File: src/fsup_defines.svh
// Timing constants and reset values of the supply reset supervisor
`ifndef FSUP_DEFINES_SVH
`define FSUP_DEFINES_SVH

// ==========================================================
// Clock
`define FSUP_CLK_PERIOD_NS 50

// ==========================================================
// Times in their own units
`define FSUP_FILTER_TIME_US 25
`define FSUP_RELEASE_DELAY_TIME_US 200
`define FSUP_EN_STARTUP_TIME_US 100
`define FSUP_SOFTSTART_LIMIT_TIME_US 5000

// ==========================================================
// Cycle counts, least times rounded up
`define FSUP_US_TO_CYC(t) \
    (((t) * 1000 + `FSUP_CLK_PERIOD_NS - 1) / `FSUP_CLK_PERIOD_NS)
`define FSUP_FILTER_CYC `FSUP_US_TO_CYC(`FSUP_FILTER_TIME_US)
`define FSUP_RELEASE_CYC `FSUP_US_TO_CYC(`FSUP_RELEASE_DELAY_TIME_US)
`define FSUP_EN_CYC `FSUP_US_TO_CYC(`FSUP_EN_STARTUP_TIME_US)
`define FSUP_SS_CYC `FSUP_US_TO_CYC(`FSUP_SOFTSTART_LIMIT_TIME_US)

// ==========================================================
// Reset values
`define FSUP_RST_FAULT 1'b1
`define FSUP_RST_RESET_OE 1'b1

`endif

File: src/fsup_pkg.sv
// Types of the supply reset supervisor
package fsup_pkg;
    typedef enum logic [1:0] {
        FSUP_ST_FAULT = 2'b00,
        FSUP_ST_DELAY = 2'b01,
        FSUP_ST_READY = 2'b10
    } fsup_state_e;
endpackage

File: src/fsup_filt_if.sv
// Comparator conditions and qualified fault of one filtered monitor
`timescale 1ns/1ps
interface fsup_filt_if;
    logic set_cond;
    logic clr_cond;
    logic fault;
    modport filt (input set_cond, input clr_cond, output fault);
    modport user (output set_cond, output clr_cond, input fault);
endinterface

File: src/fsup_filter.sv
// Persistence filter that sets and clears one fault
`timescale 1ns/1ps
`include "fsup_defines.svh"
module fsup_filter #(
    parameter int FILT_CYC = `FSUP_FILTER_CYC
) (
    // Clock and reset
    input wire logic mclk,
    input wire logic rst_n,
    // Conditions and fault
    fsup_filt_if.filt fi
);
    localparam int CW = $clog2(FILT_CYC + 1);
    localparam logic [CW-1:0] CMAX = CW'(FILT_CYC);

    logic [CW-1:0] cnt_q, cnt_d;
    logic fault_q, fault_d;
    logic cond;

    // ==========================================================
    // Filter
    always_comb begin
        cond = fault_q ? fi.clr_cond : fi.set_cond;
        fault_d = fault_q;
        cnt_d = '0;
        if (cond) begin
            // Longer than the filter time, so one past the count
            if (cnt_q == CMAX) begin
                fault_d = !fault_q;
            end else begin
                cnt_d = cnt_q + CW'(1);
            end
        end
        // Dropout leaves cnt_d at zero
    end

    always_ff @(posedge mclk) begin
        if (!rst_n) begin
            cnt_q <= '0;
            fault_q <= `FSUP_RST_FAULT;
        end else begin
            cnt_q <= cnt_d;
            fault_q <= fault_d;
        end
    end

    assign fi.fault = fault_q;

    // ==========================================================
    // Checks
    filt_set_a: assert property (@(posedge mclk) disable iff (!rst_n)
        $rose(fault_q) |-> $past(fi.set_cond) && $past(cnt_q) == CMAX)
        else $error("fault set without full persistence");
    filt_clr_a: assert property (@(posedge mclk) disable iff (!rst_n)
        $fell(fault_q) |-> $past(fi.clr_cond) && $past(cnt_q) == CMAX)
        else $error("fault cleared without full persistence");
    filt_restart_a: assert property (@(posedge mclk) disable iff (!rst_n)
        !cond |=> cnt_q == '0)
        else $error("filter count not restarted");
endmodule

File: src/fsup_top.sv
// Supply reset supervisor: fault collection, release delay, soft start
`timescale 1ns/1ps
`include "fsup_defines.svh"
module fsup_top #(
    parameter int FILT_CYC = `FSUP_FILTER_CYC,
    parameter int REL_CYC = `FSUP_RELEASE_CYC,
    parameter int EN_CYC = `FSUP_EN_CYC,
    parameter int SS_CYC = `FSUP_SS_CYC
) (
    // Clock and reset
    input wire logic mclk,
    input wire logic rst_n,
    // Feedback comparators
    input wire logic fb_below_uv,
    input wire logic fb_above_uv_hyst,
    input wire logic fb_above_ov,
    input wire logic fb_below_ov_hyst,
    // Temperature comparators
    input wire logic overtemp_trip,
    input wire logic overtemp_recovered,
    // Enable and supplies
    input wire logic enable,
    input wire logic vcc_below_lockout_hyst,
    input wire logic vcc_above_lockout,
    input wire logic supply_input_ok,
    // Soft start
    input wire logic output_full,
    // Open-drain reset pin
    output logic reset_o,
    output logic reset_oe,
    // Power stage controls
    output logic switching_off,
    output logic sw_pulldown_en,
    output logic softstart_active
);
    localparam int RW = $clog2(REL_CYC + 1);
    localparam int EW = $clog2(EN_CYC + 1);
    localparam int SSW = $clog2(SS_CYC + 1);
    localparam logic [RW-1:0] RMAX = RW'(REL_CYC);
    localparam logic [EW-1:0] EMAX = EW'(EN_CYC);
    localparam logic [SSW-1:0] SMAX = SSW'(SS_CYC);

    // ==========================================================
    // Filtered feedback monitors
    fsup_filt_if uv_if ();
    fsup_filt_if ov_if ();

    assign uv_if.set_cond = fb_below_uv;
    assign uv_if.clr_cond = fb_above_uv_hyst;
    assign ov_if.set_cond = fb_above_ov;
    assign ov_if.clr_cond = fb_below_ov_hyst;

    fsup_filter #(.FILT_CYC(FILT_CYC)) u_uv_filt (
        .mclk(mclk),
        .rst_n(rst_n),
        .fi(uv_if)
    );

    fsup_filter #(.FILT_CYC(FILT_CYC)) u_ov_filt (
        .mclk(mclk),
        .rst_n(rst_n),
        .fi(ov_if)
    );

    // ==========================================================
    // Unfiltered faults
    logic ot_q, ot_d;
    logic vcc_q, vcc_d;
    logic en_q, en_d;
    logic [EW-1:0] en_cnt_q, en_cnt_d;

    always_comb begin
        // Trip wins over recovery in the same cycle
        ot_d = ot_q;
        if (overtemp_trip) begin
            ot_d = 1'b1;
        end else if (overtemp_recovered) begin
            ot_d = 1'b0;
        end
        // Falling below lockout wins over the rising level
        vcc_d = vcc_q;
        if (vcc_below_lockout_hyst) begin
            vcc_d = 1'b1;
        end else if (vcc_above_lockout) begin
            vcc_d = 1'b0;
        end
        en_d = en_q;
        en_cnt_d = '0;
        if (!enable) begin
            en_d = 1'b1;
        end else if (en_q) begin
            if (en_cnt_q == EMAX) begin
                en_d = 1'b0;
            end else begin
                en_cnt_d = en_cnt_q + EW'(1);
            end
        end
    end

    always_ff @(posedge mclk) begin
        if (!rst_n) begin
            ot_q <= `FSUP_RST_FAULT;
            vcc_q <= `FSUP_RST_FAULT;
            en_q <= `FSUP_RST_FAULT;
            en_cnt_q <= '0;
        end else begin
            ot_q <= ot_d;
            vcc_q <= vcc_d;
            en_q <= en_d;
            en_cnt_q <= en_cnt_d;
        end
    end

    // ==========================================================
    // Soft start tracking
    // Started when the last of the overtemperature, lockout and enable faults
    // goes away; full output or the limit time ends it, whichever first.
    logic any_fault;
    logic stop_q, stop_d;
    logic ss_q, ss_d;
    logic [SSW-1:0] ss_cnt_q, ss_cnt_d;

    assign any_fault = uv_if.fault | ov_if.fault | ot_q | vcc_q | en_q;

    always_comb begin
        stop_d = ot_q | vcc_q | en_q;
        ss_d = ss_q;
        ss_cnt_d = ss_cnt_q;
        if (stop_q) begin
            ss_d = 1'b0;
            ss_cnt_d = '0;
        end else if (stop_q != stop_d) begin
            ss_d = 1'b0;
        end else if (ss_q) begin
            if (output_full || ss_cnt_q == SMAX) begin
                ss_d = 1'b0;
            end else begin
                ss_cnt_d = ss_cnt_q + SSW'(1);
            end
        end
        // A fresh release restarts soft start over the stop branch
        if (stop_q && !stop_d) begin
            ss_d = 1'b1;
            ss_cnt_d = '0;
        end
    end

    always_ff @(posedge mclk) begin
        if (!rst_n) begin
            stop_q <= 1'b1;
            ss_q <= 1'b0;
            ss_cnt_q <= '0;
        end else begin
            stop_q <= stop_d;
            ss_q <= ss_d;
            ss_cnt_q <= ss_cnt_d;
        end
    end

    // ==========================================================
    // Release sequencing
    fsup_pkg::fsup_state_e st_q, st_d;
    logic [RW-1:0] rel_cnt_q, rel_cnt_d;
    logic oe_q, oe_d;
    logic swoff_q, swoff_d;
    logic pd_q, pd_d;

    always_comb begin
        st_d = st_q;
        rel_cnt_d = rel_cnt_q;
        unique case (st_q)
            fsup_pkg::FSUP_ST_FAULT: begin
                rel_cnt_d = '0;
                if (!any_fault) begin
                    st_d = fsup_pkg::FSUP_ST_DELAY;
                end
            end
            fsup_pkg::FSUP_ST_DELAY: begin
                if (rel_cnt_q == RMAX) begin
                    st_d = fsup_pkg::FSUP_ST_READY;
                end else begin
                    rel_cnt_d = rel_cnt_q + RW'(1);
                end
            end
            fsup_pkg::FSUP_ST_READY: begin
            end
            default: begin
                // Unused code falls back to holding reset
                st_d = fsup_pkg::FSUP_ST_FAULT;
            end
        endcase
        if (any_fault) begin
            st_d = fsup_pkg::FSUP_ST_FAULT;
            rel_cnt_d = '0;
        end
        // Soft start holds on its own, without the delay
        oe_d = (st_d != fsup_pkg::FSUP_ST_READY) || ss_d;
        // Below the minimum input the pull-down cannot be relied on
        if (!supply_input_ok) begin
            oe_d = 1'b0;
        end
        swoff_d = ov_if.fault;
        pd_d = ov_if.fault;
    end

    always_ff @(posedge mclk) begin
        if (!rst_n) begin
            st_q <= fsup_pkg::FSUP_ST_FAULT;
            rel_cnt_q <= '0;
            oe_q <= `FSUP_RST_RESET_OE;
            swoff_q <= 1'b0;
            pd_q <= 1'b0;
        end else begin
            st_q <= st_d;
            rel_cnt_q <= rel_cnt_d;
            oe_q <= oe_d;
            swoff_q <= swoff_d;
            pd_q <= pd_d;
        end
    end

    // ==========================================================
    // Outputs
    logic drv_q;

    // Open drain: the pin only ever pulls low
    always_ff @(posedge mclk) begin
        drv_q <= 1'b0;
    end

    assign reset_o = drv_q;
    assign reset_oe = oe_q;
    assign switching_off = swoff_q;
    assign sw_pulldown_en = pd_q;
    assign softstart_active = ss_q;

    // ==========================================================
    // Checks
    rel_after_delay_a: assert property (@(posedge mclk) disable iff (!rst_n)
        $fell(oe_q) && $past(supply_input_ok) |->
        $past(st_q) == fsup_pkg::FSUP_ST_READY ||
        $past(rel_cnt_q) == RMAX)
        else $error("reset released before delay");
    en_low_drive_a: assert property (@(posedge mclk) disable iff (!rst_n)
        !enable ##1 supply_input_ok |=> oe_q)
        else $error("reset not driven while disabled");
    low_supply_a: assert property (@(posedge mclk) disable iff (!rst_n)
        !supply_input_ok |=> !oe_q)
        else $error("reset driven below minimum supply");
    ov_shutdown_a: assert property (@(posedge mclk) disable iff (!rst_n)
        ov_if.fault |=> switching_off && sw_pulldown_en)
        else $error("overvoltage did not stop switching");
    ot_hold_a: assert property (@(posedge mclk) disable iff (!rst_n)
        overtemp_trip ##1 supply_input_ok |=> oe_q)
        else $error("reset released during overtemperature");
    en_startup_a: assert property (@(posedge mclk) disable iff (!rst_n)
        $fell(en_q) |-> $past(en_cnt_q) == EMAX && $past(enable))
        else $error("enable fault ended early");
    vcc_hold_a: assert property (@(posedge mclk) disable iff (!rst_n)
        vcc_below_lockout_hyst |=> vcc_q)
        else $error("lockout fault not taken");
    ss_hold_a: assert property (@(posedge mclk) disable iff (!rst_n)
        ss_q && $past(supply_input_ok) |-> oe_q)
        else $error("reset released during soft start");
    ss_quick_a: assert property (@(posedge mclk) disable iff (!rst_n)
        $fell(ss_q) && st_q == fsup_pkg::FSUP_ST_READY && !any_fault &&
        $past(supply_input_ok) |-> !oe_q)
        else $error("soft start end did not release reset");
    rel_restart_a: assert property (@(posedge mclk) disable iff (!rst_n)
        any_fault |=> rel_cnt_q == '0 &&
        oe_q == $past(supply_input_ok))
        else $error("release timer not restarted by fault");

    // ==========================================================
    // Fault entry and exit checks, soft start limit and cancel checks
    uv_hold_a: assert property (@(posedge mclk) disable iff (!rst_n)
        uv_if.fault && supply_input_ok |=> oe_q)
        else $error("reset released during undervoltage");
    ov_hold_a: assert property (@(posedge mclk) disable iff (!rst_n)
        ov_if.fault && supply_input_ok |=> oe_q)
        else $error("reset released during overvoltage");
    ov_release_a: assert property (@(posedge mclk) disable iff (!rst_n)
        !ov_if.fault |=> !switching_off && !sw_pulldown_en)
        else $error("power stage held off without overvoltage");
    ot_clear_a: assert property (@(posedge mclk) disable iff (!rst_n)
        !overtemp_trip && overtemp_recovered |=> !ot_q)
        else $error("overtemperature fault not cleared");
    en_restart_a: assert property (@(posedge mclk) disable iff (!rst_n)
        !enable |=> en_q && en_cnt_q == '0)
        else $error("enable startup count not restarted");
    vcc_clear_a: assert property (@(posedge mclk) disable iff (!rst_n)
        !vcc_below_lockout_hyst && vcc_above_lockout |=> !vcc_q)
        else $error("lockout fault not cleared");
    ss_limit_a: assert property (@(posedge mclk) disable iff (!rst_n)
        ss_q && ss_cnt_q == SMAX |=> !ss_q)
        else $error("soft start ran past its limit");
    ss_cancel_a: assert property (@(posedge mclk) disable iff (!rst_n)
        ss_q && stop_d && !stop_q |=> !ss_q)
        else $error("soft start not cancelled by shutdown");
endmodule

File: config.mk
export PLATFORM = sky130hd
export DESIGN_NAME = fsup_top
export DESIGN_NICKNAME = d
export VERILOG_FILES = /design/src/fsup_pkg.sv /design/src/fsup_filt_if.sv /design/src/fsup_filter.sv /design/src/fsup_top.sv
export VERILOG_INCLUDE_DIRS = /design/src
export SDC_FILE = /design/constraint.sdc
export NUM_CORES = 1
export LEC_CHECK = 0
export BUFFER_PORTS_ARGS = -buffer_cell sky130_fd_sc_hd__buf_4
export CELL_PAD_IN_SITES_DETAIL_PLACEMENT = 1
export CELL_PAD_IN_SITES_GLOBAL_PLACEMENT = 1
export CORE_ASPECT_RATIO = 0.5
export CORE_MARGIN = 1.5
export CORE_UTILIZATION = 42
export DETAILED_ROUTE_END_ITERATION = 10
export MAX_ROUTING_LAYER = met4
export PLACE_DENSITY_LB_ADDON = 0.1
export SLEW_MARGIN = 20
export SYNTH_ARGS = -nofsm -noshare
export SYNTH_HDL_FRONTEND = slang
export SYNTH_SLANG_ARGS = --single-unit
export TNS_END_PERCENT = 1
File: constraint.sdc
create_clock -name mclk -period 2.1 [get_ports mclk]
set_clock_uncertainty 0.1 [all_clocks]
set_input_delay 0.21 -clock mclk [delete_from_list [all_inputs] [get_ports mclk]]
set_output_delay 0.21 -clock mclk [all_outputs]
set_load 0.05 [all_outputs]
==> results by group, run 1 <==
Run status
  • Status: finished with violations
  • Failing checks: setup timing

GRT
  • Total Routing Usage GR: 20.83%
  • Pin count of the biggest net entering global routing: 18
  • Initial antenna violation count: 0
  • Number of global-route vias before repair: 2802
  • Global-route congestion overflow total: 0
  • Global-route wire length before repair: 12.85 mm

Yosys
  • Cell taking the most area after synthesis: dfxtp_1
  • Seq/Total Area, Yosys: 43.69%
  • Cells after Synth: 363
  • Synth Cell Area: 0.003162 mm²
  • Largest family of logic cells by synthesized area: simple AND/OR/NAND/NOR gates
  • Post-synth cell types: 49
  • Synth top area share: 43.69%
  • Synth Area in Adders: 3.957%
  • XOR/XNOR share of the synthesized area: 9.695%
  • Primary FF master, synth: dfxtp_1
  • Net count after synthesis: 386
  • Compound-gate portion of the synthesized area: 11.24%
  • Seq cells post-synth: 69
  • Synth async-reset ratio: 0%
  • Top cells by area, synth: dfxtp_1, xor2_1, nor2_1
  • Synth warn: 0
  • Post-synthesis mux area share: 0%
  • Synth Area in Simple Gates: 27.46%
  • Post-synth EDFFs: 0
  • Average size of a mapped cell: 8.710 µm²

Hold path
  • Worst hold path type: input pin to register
  • Hold Path Stages: 2

CTS
  • Clk slew on worst S/H paths: 50 ps
  • CTS tree: built
  • Clock Latency Late Sink: 330 ps
  • Root Driver: clkbuf_16
  • Clock Sinks: 69
  • Cts bufs inserted: 9
  • Clock buffer depth: 2
  • H-Tree Depth: 3

Floorplanning
  • Die Width: 125.7 µm
  • I/O pin count: 18
  • Core area: 0.007322 mm²
  • Die height: 64.35 µm
  • Site Rows: 22
  • Die area: 0.008089 mm²
  • Initial Utilization: 43.18%

Placement
  • IO buf count: 16
  • Routability cong.: 0.7959
  • DP Worst Slack: -121.5 ps
  • DP Wirelength: 5.141 mm

Power and ir drop
  • LEAKAGE: 1.327 nW
  • Worst IR Drop VDD: 0.3932 mV
  • PwrDens: 797.6 mW/mm²

Critical path
  • Critical-path maximum fanout: 7
  • Crit path DAT: 2280 ps
  • Slowest stage cell, crit path: or4_4
  • Buf/Inv on CP: 0
  • Crit path max-delay family: simple AND/OR/NAND/NOR gates
  • Cells along the critical path: or4_4, a2111o_1, or4_1, a21oi_1
  • WP depth: 4
  • Max incr delay on CP: 530 ps
  • FF-to-FF path depth: 4
  • Setup CP Type: register to register
  • Required time worst endpoint: 2250 ps
  • CP endpoint kind: register
  • CP startpoint kind: register

Finish
  • Most common cell after layout, fill and taps aside: dfxtp_1
  • Most frequent cells in the layout: dfxtp_1, nor2_1, buf_4, nand2_1, xor2_1
  • Area growth syn-to-layout: 21.33%
  • Ant. Diodes: 0
  • Layout filler cell count: 854
  • Share of cells above drive strength 1: 14.18%
  • Final Net Count: 420

Timing
  • Fin worst setup slack: -27.90 ps
  • Fin crit share: 101.3%
  • Slew @ Worst Pin: 852.7 ps
  • Fin crit period: 2128 ps
  • Slew Limit Fails: 0
  • RSZ-0062 raised after global routing: true
  • Fin. Hold Viols: 0
  • Fmax achieved: 469.9 MHz
  • Hold WS: 23.32 ps
  • Max_slew headroom: 43.04%
  • Final setup fails: 5

Detailed routing
  • DRT iter0 DRCs: 114
  • Vias: 2646
  • Post-route DRC: 0
  • Initial DRT Pass Iterations: 4
  • Via density: 5.313
  • Antenna-violating nets left: 0
  • WL final: 7.117 mm
  • Drt wl/cell: 14.29 µm

Run
  • Max Cap Violations: 0
==> synth_stat cells, drive strengths merged, types with 7 or more instances <==
library cell  instances
o21ai                13
dfxtp                69
clkbuf                7
nor2                 47
or3                   9
nand2                27
xor2                 21
a21oi                19
inv                  19
nand4                 8
xnor2                14
ha                   10
nand3                20
==> logic make-up (layout without fill, tap and decap cells) <==
kind of cell    Yosys count  after routing
simple gates            162            162
buf+inv                  30             69
other cells               1              1
xor+xnor                 35             35
compound gates           56             56
flops                    69             69
fa+ha+maj                10             10
==> cell type report <==
cell class / count / area (µm²) / area share (%)
clock buffers: 12 / 256.5 / 6.686
clock inverters: 4 / 70.07 / 1.826
inverters: 19 / 71.32 / 1.859
multi-input cells: 264 / 1672 / 43.57
flip-flops and latches: 69 / 1383 / 36.04
well taps: 96 / 120.1 / 3.131
repair buffers: 34 / 264.0 / 6.882
==> layer usage <==
| metal | track usage, % | vias to the layer above | wire [µm] |
|---|---|---|---|
| met5 | - | - | 0 |
| met4 | 8.576 | 0 | 114 |
| met3 | 6.281 | 11 | 200 |
| met2 | 35.10 | 19 | 3456 |
| met1 | 23.44 | 1276 | 3345 |
| li1 | - | 1340 | - |
==> final timing paths <==
path	from	endpoint	slack, ps
worst max-delay path	stop_q$_SDFF_PN1_	ss_cnt_q[13]$_SDFFE_PP0P_	-30
worst max register to register	stop_q$_SDFF_PN1_	ss_cnt_q[13]$_SDFFE_PP0P_	-30
worst min register to register	u_uv_filt.cnt_q[0]$_SDFF_PP0_	u_uv_filt.cnt_q[0]$_SDFF_PP0_	370
worst min-delay path	supply_input_ok	reset_oe$_SDFF_PN1_	20
==> registers in the layout, summed over array words and instances, names as in the netlist <==
signal and count:
rel_cnt_q 12, reset_oe 1, ot_q 1, softstart_active 1, u_uv_filt.fi.fault 1, en_q 1
ss_cnt_q 17, u_ov_filt.fi.fault 1, sw_pulldown_en 1, st_q 2, u_ov_filt.cnt_q 9, vcc_q 1
stop_q 1, u_uv_filt.cnt_q 9, en_cnt_q 11
==> where the power goes <==
part | switching (mW) | internal [mW]
registers | 0.00787 | 1.32
logic | 0.0451 | 0.0352
clock network | 0.552 | 1.10
total | 0.605 | 2.45
==> through the flow <==
stage / cell area [µm²] / power, mW / instances / setup TNS, ps / utilization, %
2_1_floorplan: 3162 / 1.402 / 363 / 0 / -
3_3_place_gp: 3457 / 1.431 / 478 / -270.6 / 47.21
3_5_place_dp: 3457 / 1.434 / 478 / -563.9 / 47.21
4_1_cts: 3822 / 3.100 / 498 / -39.97 / 52.20
5_1_grt: 3836 / 3.169 / 498 / -442.9 / 52.39
6_report: 3836 / 3.060 / 498 / -91.80 / 52.39
==> worst reg2reg max path, stage by stage (launching register included) <==
cell and delay, ps:
dfxtp_2 320, or4_4 530, a2111o_1 490, or4_1 440, a21oi_1 160
==> repair_timing <==
item                       4_1_cts  5_1_grt
gates cloned                     0        0
resized for setup                2        4
setup endpoints to repair        6        8
hold buffers                     2        0
buffers inserted                 2        0
hold endpoints to repair         2        0
pin swaps                        7        0
No activity file was read; power rests on OpenSTA's default activity.
==> run 2, diff against run 1 <==
PLACE_DENSITY_LB_ADDON = 0.3   (was 0.1)
==> run 2 against run 1 <==
The flow still finishes with violations (setup timing). Via count rose by 2.1%. First-iteration DRC count fell by 28%. Sequential share of layout area rose by 0.38 points.
==> results by group, run 2 (synthesis gave the netlist of run 1 again) <==
GRT
  • Initial antenna violation count: 0
  • Global-route congestion overflow total: 0
  • Pin count of the biggest net entering global routing: 18
  • Total Routing Usage GR: 21.49%
  • Number of global-route vias before repair: 2877
  • Global-route wire length before repair: 13.19 mm

Timing
  • Slew @ Worst Pin: 851.7 ps
  • Total Neg Setup Slack: -19.68 ps
  • Fmax achieved: 471.8 MHz
  • Fin crit share: 100.9%
  • Slew Limit Fails: 0
  • Final setup fails: 1
  • Max_slew headroom: 43.10%
  • Fin. Hold Viols: 0
  • Fin worst setup slack: -19.68 ps
  • Fin crit period: 2120 ps
  • RSZ-0062 raised after global routing: true

Placement
  • Placed cell count: 476
  • DP Area: 0.003442 mm²
  • DP Worst Slack: -60.43 ps
  • IO buf count: 16
  • Routability cong.: 0.7709
  • DP Wirelength: 5.327 mm

Finish
  • FF/Latch Area: 0.001381 mm²
  • Area growth syn-to-layout: 19.94%
  • Max FFs per register: 17
  • Most common cell after layout, fill and taps aside: dfxtp_1
  • Area of the multi-input gates: 0.001677 mm²
  • Ant. Diodes: 0
  • Most frequent cells in the layout: dfxtp_1, nor2_1, buf_4, nand2_1, xor2_1
  • Layout filler cell count: 858
  • Register name with the most flops: ss_cnt_q
  • Final Net Count: 418
  • Top flop regs: ss_cnt_q x17, rel_cnt_q x12, en_cnt_q x11
  • Final Cell Area: 0.003792 mm²
  • Share of cells above drive strength 1: 13.25%
  • Post-route insts no fill: 496

CTS
  • Clock buffer depth: 2
  • Cts bufs inserted: 9
  • Clock Latency Late Sink: 340 ps
  • Clock Sinks: 69
  • Clk slew on worst S/H paths: 60 ps
  • CTS tree: built
  • Root Driver: clkbuf_16
  • H-Tree Depth: 3

Floorplanning
  • Initial Utilization: 43.18%
  • Die Width: 125.7 µm
  • I/O pin count: 18
  • Die height: 64.35 µm
  • Site Rows: 22
  • Core area: 0.007322 mm²
  • Die area: 0.008089 mm²

Run
  • Max Cap Violations: 0

Critical path
  • CP Launch Point: vcc_q$_SDFFE_PP1P_
  • R2R Setup Slk: -20 ps
  • CP endpoint kind: register
  • RR Startpoint: vcc_q$_SDFFE_PP1P_
  • FF-to-FF path depth: 5
  • Setup CP Type: register to register
  • Crit path to: ss_cnt_q[9]$_SDFFE_PP0P_
  • CP startpoint kind: register
  • Critical-path maximum fanout: 9
  • FF-to-FF End: ss_cnt_q[9]$_SDFFE_PP0P_
  • Crit path DAT: 2270 ps
  • Required time worst endpoint: 2250 ps

Detailed routing
  • Via density: 5.446
  • DRT iter0 DRCs: 82
  • Post-route DRC: 0
  • WL final: 7.639 mm
  • Vias: 2701
  • Initial DRT Pass Iterations: 4
  • Antenna-violating nets left: 0
  • Drt wl/cell: 15.40 µm

Run status
  • Status: finished with violations
  • Failing checks: setup timing

Hold path
  • Worst hold path type: input pin to register

Power and ir drop
  • Worst IR Drop VDD: 0.4666 mV
  • Total power: 2.907 mW
  • PwrDens: 766.5 mW/mm²
  • LEAKAGE: 1.300 nW
==> run 2: power by group <==
part,internal [mW],leakage (nW),switching [mW],total [mW]
sequential,1.32,0.558,0.00856,1.33
clock,0.947,0.143,0.550,1.50
combinational,0.0353,0.599,0.0468,0.0822
==> run 2: per-layer routing <==
metal	vias to the layer above	global-route usage (%)	routed length, µm
met5	-	-	0
met4	0	9.738	165
met3	16	6.616	223
met2	28	37.43	3822
met1	1319	22.86	3427
li1	1338	-	-
==> run 2: final cells by class <==
class | count | share of cell area [%]
sequential | 69 | 36.42
clock buffer | 12 | 6.499
timing repair buffer | 32 | 6.565
clock inverter | 4 | 1.254
inverter | 19 | 1.881
tap | 96 | 3.167
multi-input combinational | 264 | 44.21
==> run 2: metrics by stage <==
| step | util, % | hold slack, ps |
|---|---|---|
| 2_1_floorplan | - | 196.2 |
| 3_3_place_gp | 47.01 | 301.0 |
| 3_5_place_dp | 47.01 | 304.4 |
| 4_1_cts | 51.55 | 3.370 |
| 5_1_grt | 51.79 | 13.97 |
| 6_report | 51.79 | 10.94 |
==> run 2: worst min-delay path by stage <==
stage	startpoint	endpoint	slack, ps	cells past startpoint
2_1_floorplan	enable	en_q$_SDFF_PN1_	200	1
6_report	rst_n	stop_q$_SDFF_PN1_	10	2
4_1_cts	rst_n	stop_q$_SDFF_PN1_	3	2
3_3_place_gp	vcc_below_lockout_hyst	vcc_q$_SDFFE_PP1P_	300	2
5_1_grt	rst_n	stop_q$_SDFF_PN1_	10	2
3_5_place_dp	vcc_below_lockout_hyst	vcc_q$_SDFFE_PP1P_	300	2
==> run 2: critical path, cell delays in order (launching register included) <==
cell      delay (ps)
dfxtp_1          310
or4_4            550
a2111o_1         440
buf_6            160
or3_1            310
a21oi_1          160
==> run 2: what timing repair did <==
| item | 4_1_cts | 5_1_grt |
|---|---|---|
| cloned | 0 | 0 |
| pin swaps | 6 | 1 |
| setup buffers | 2 | 0 |
| hold buffers | 2 | 0 |
| hold endpoints to repair | 2 | 0 |
| gates resized for setup | 1 | 4 |
| endpoints found under the setup margin | 6 | 8 |
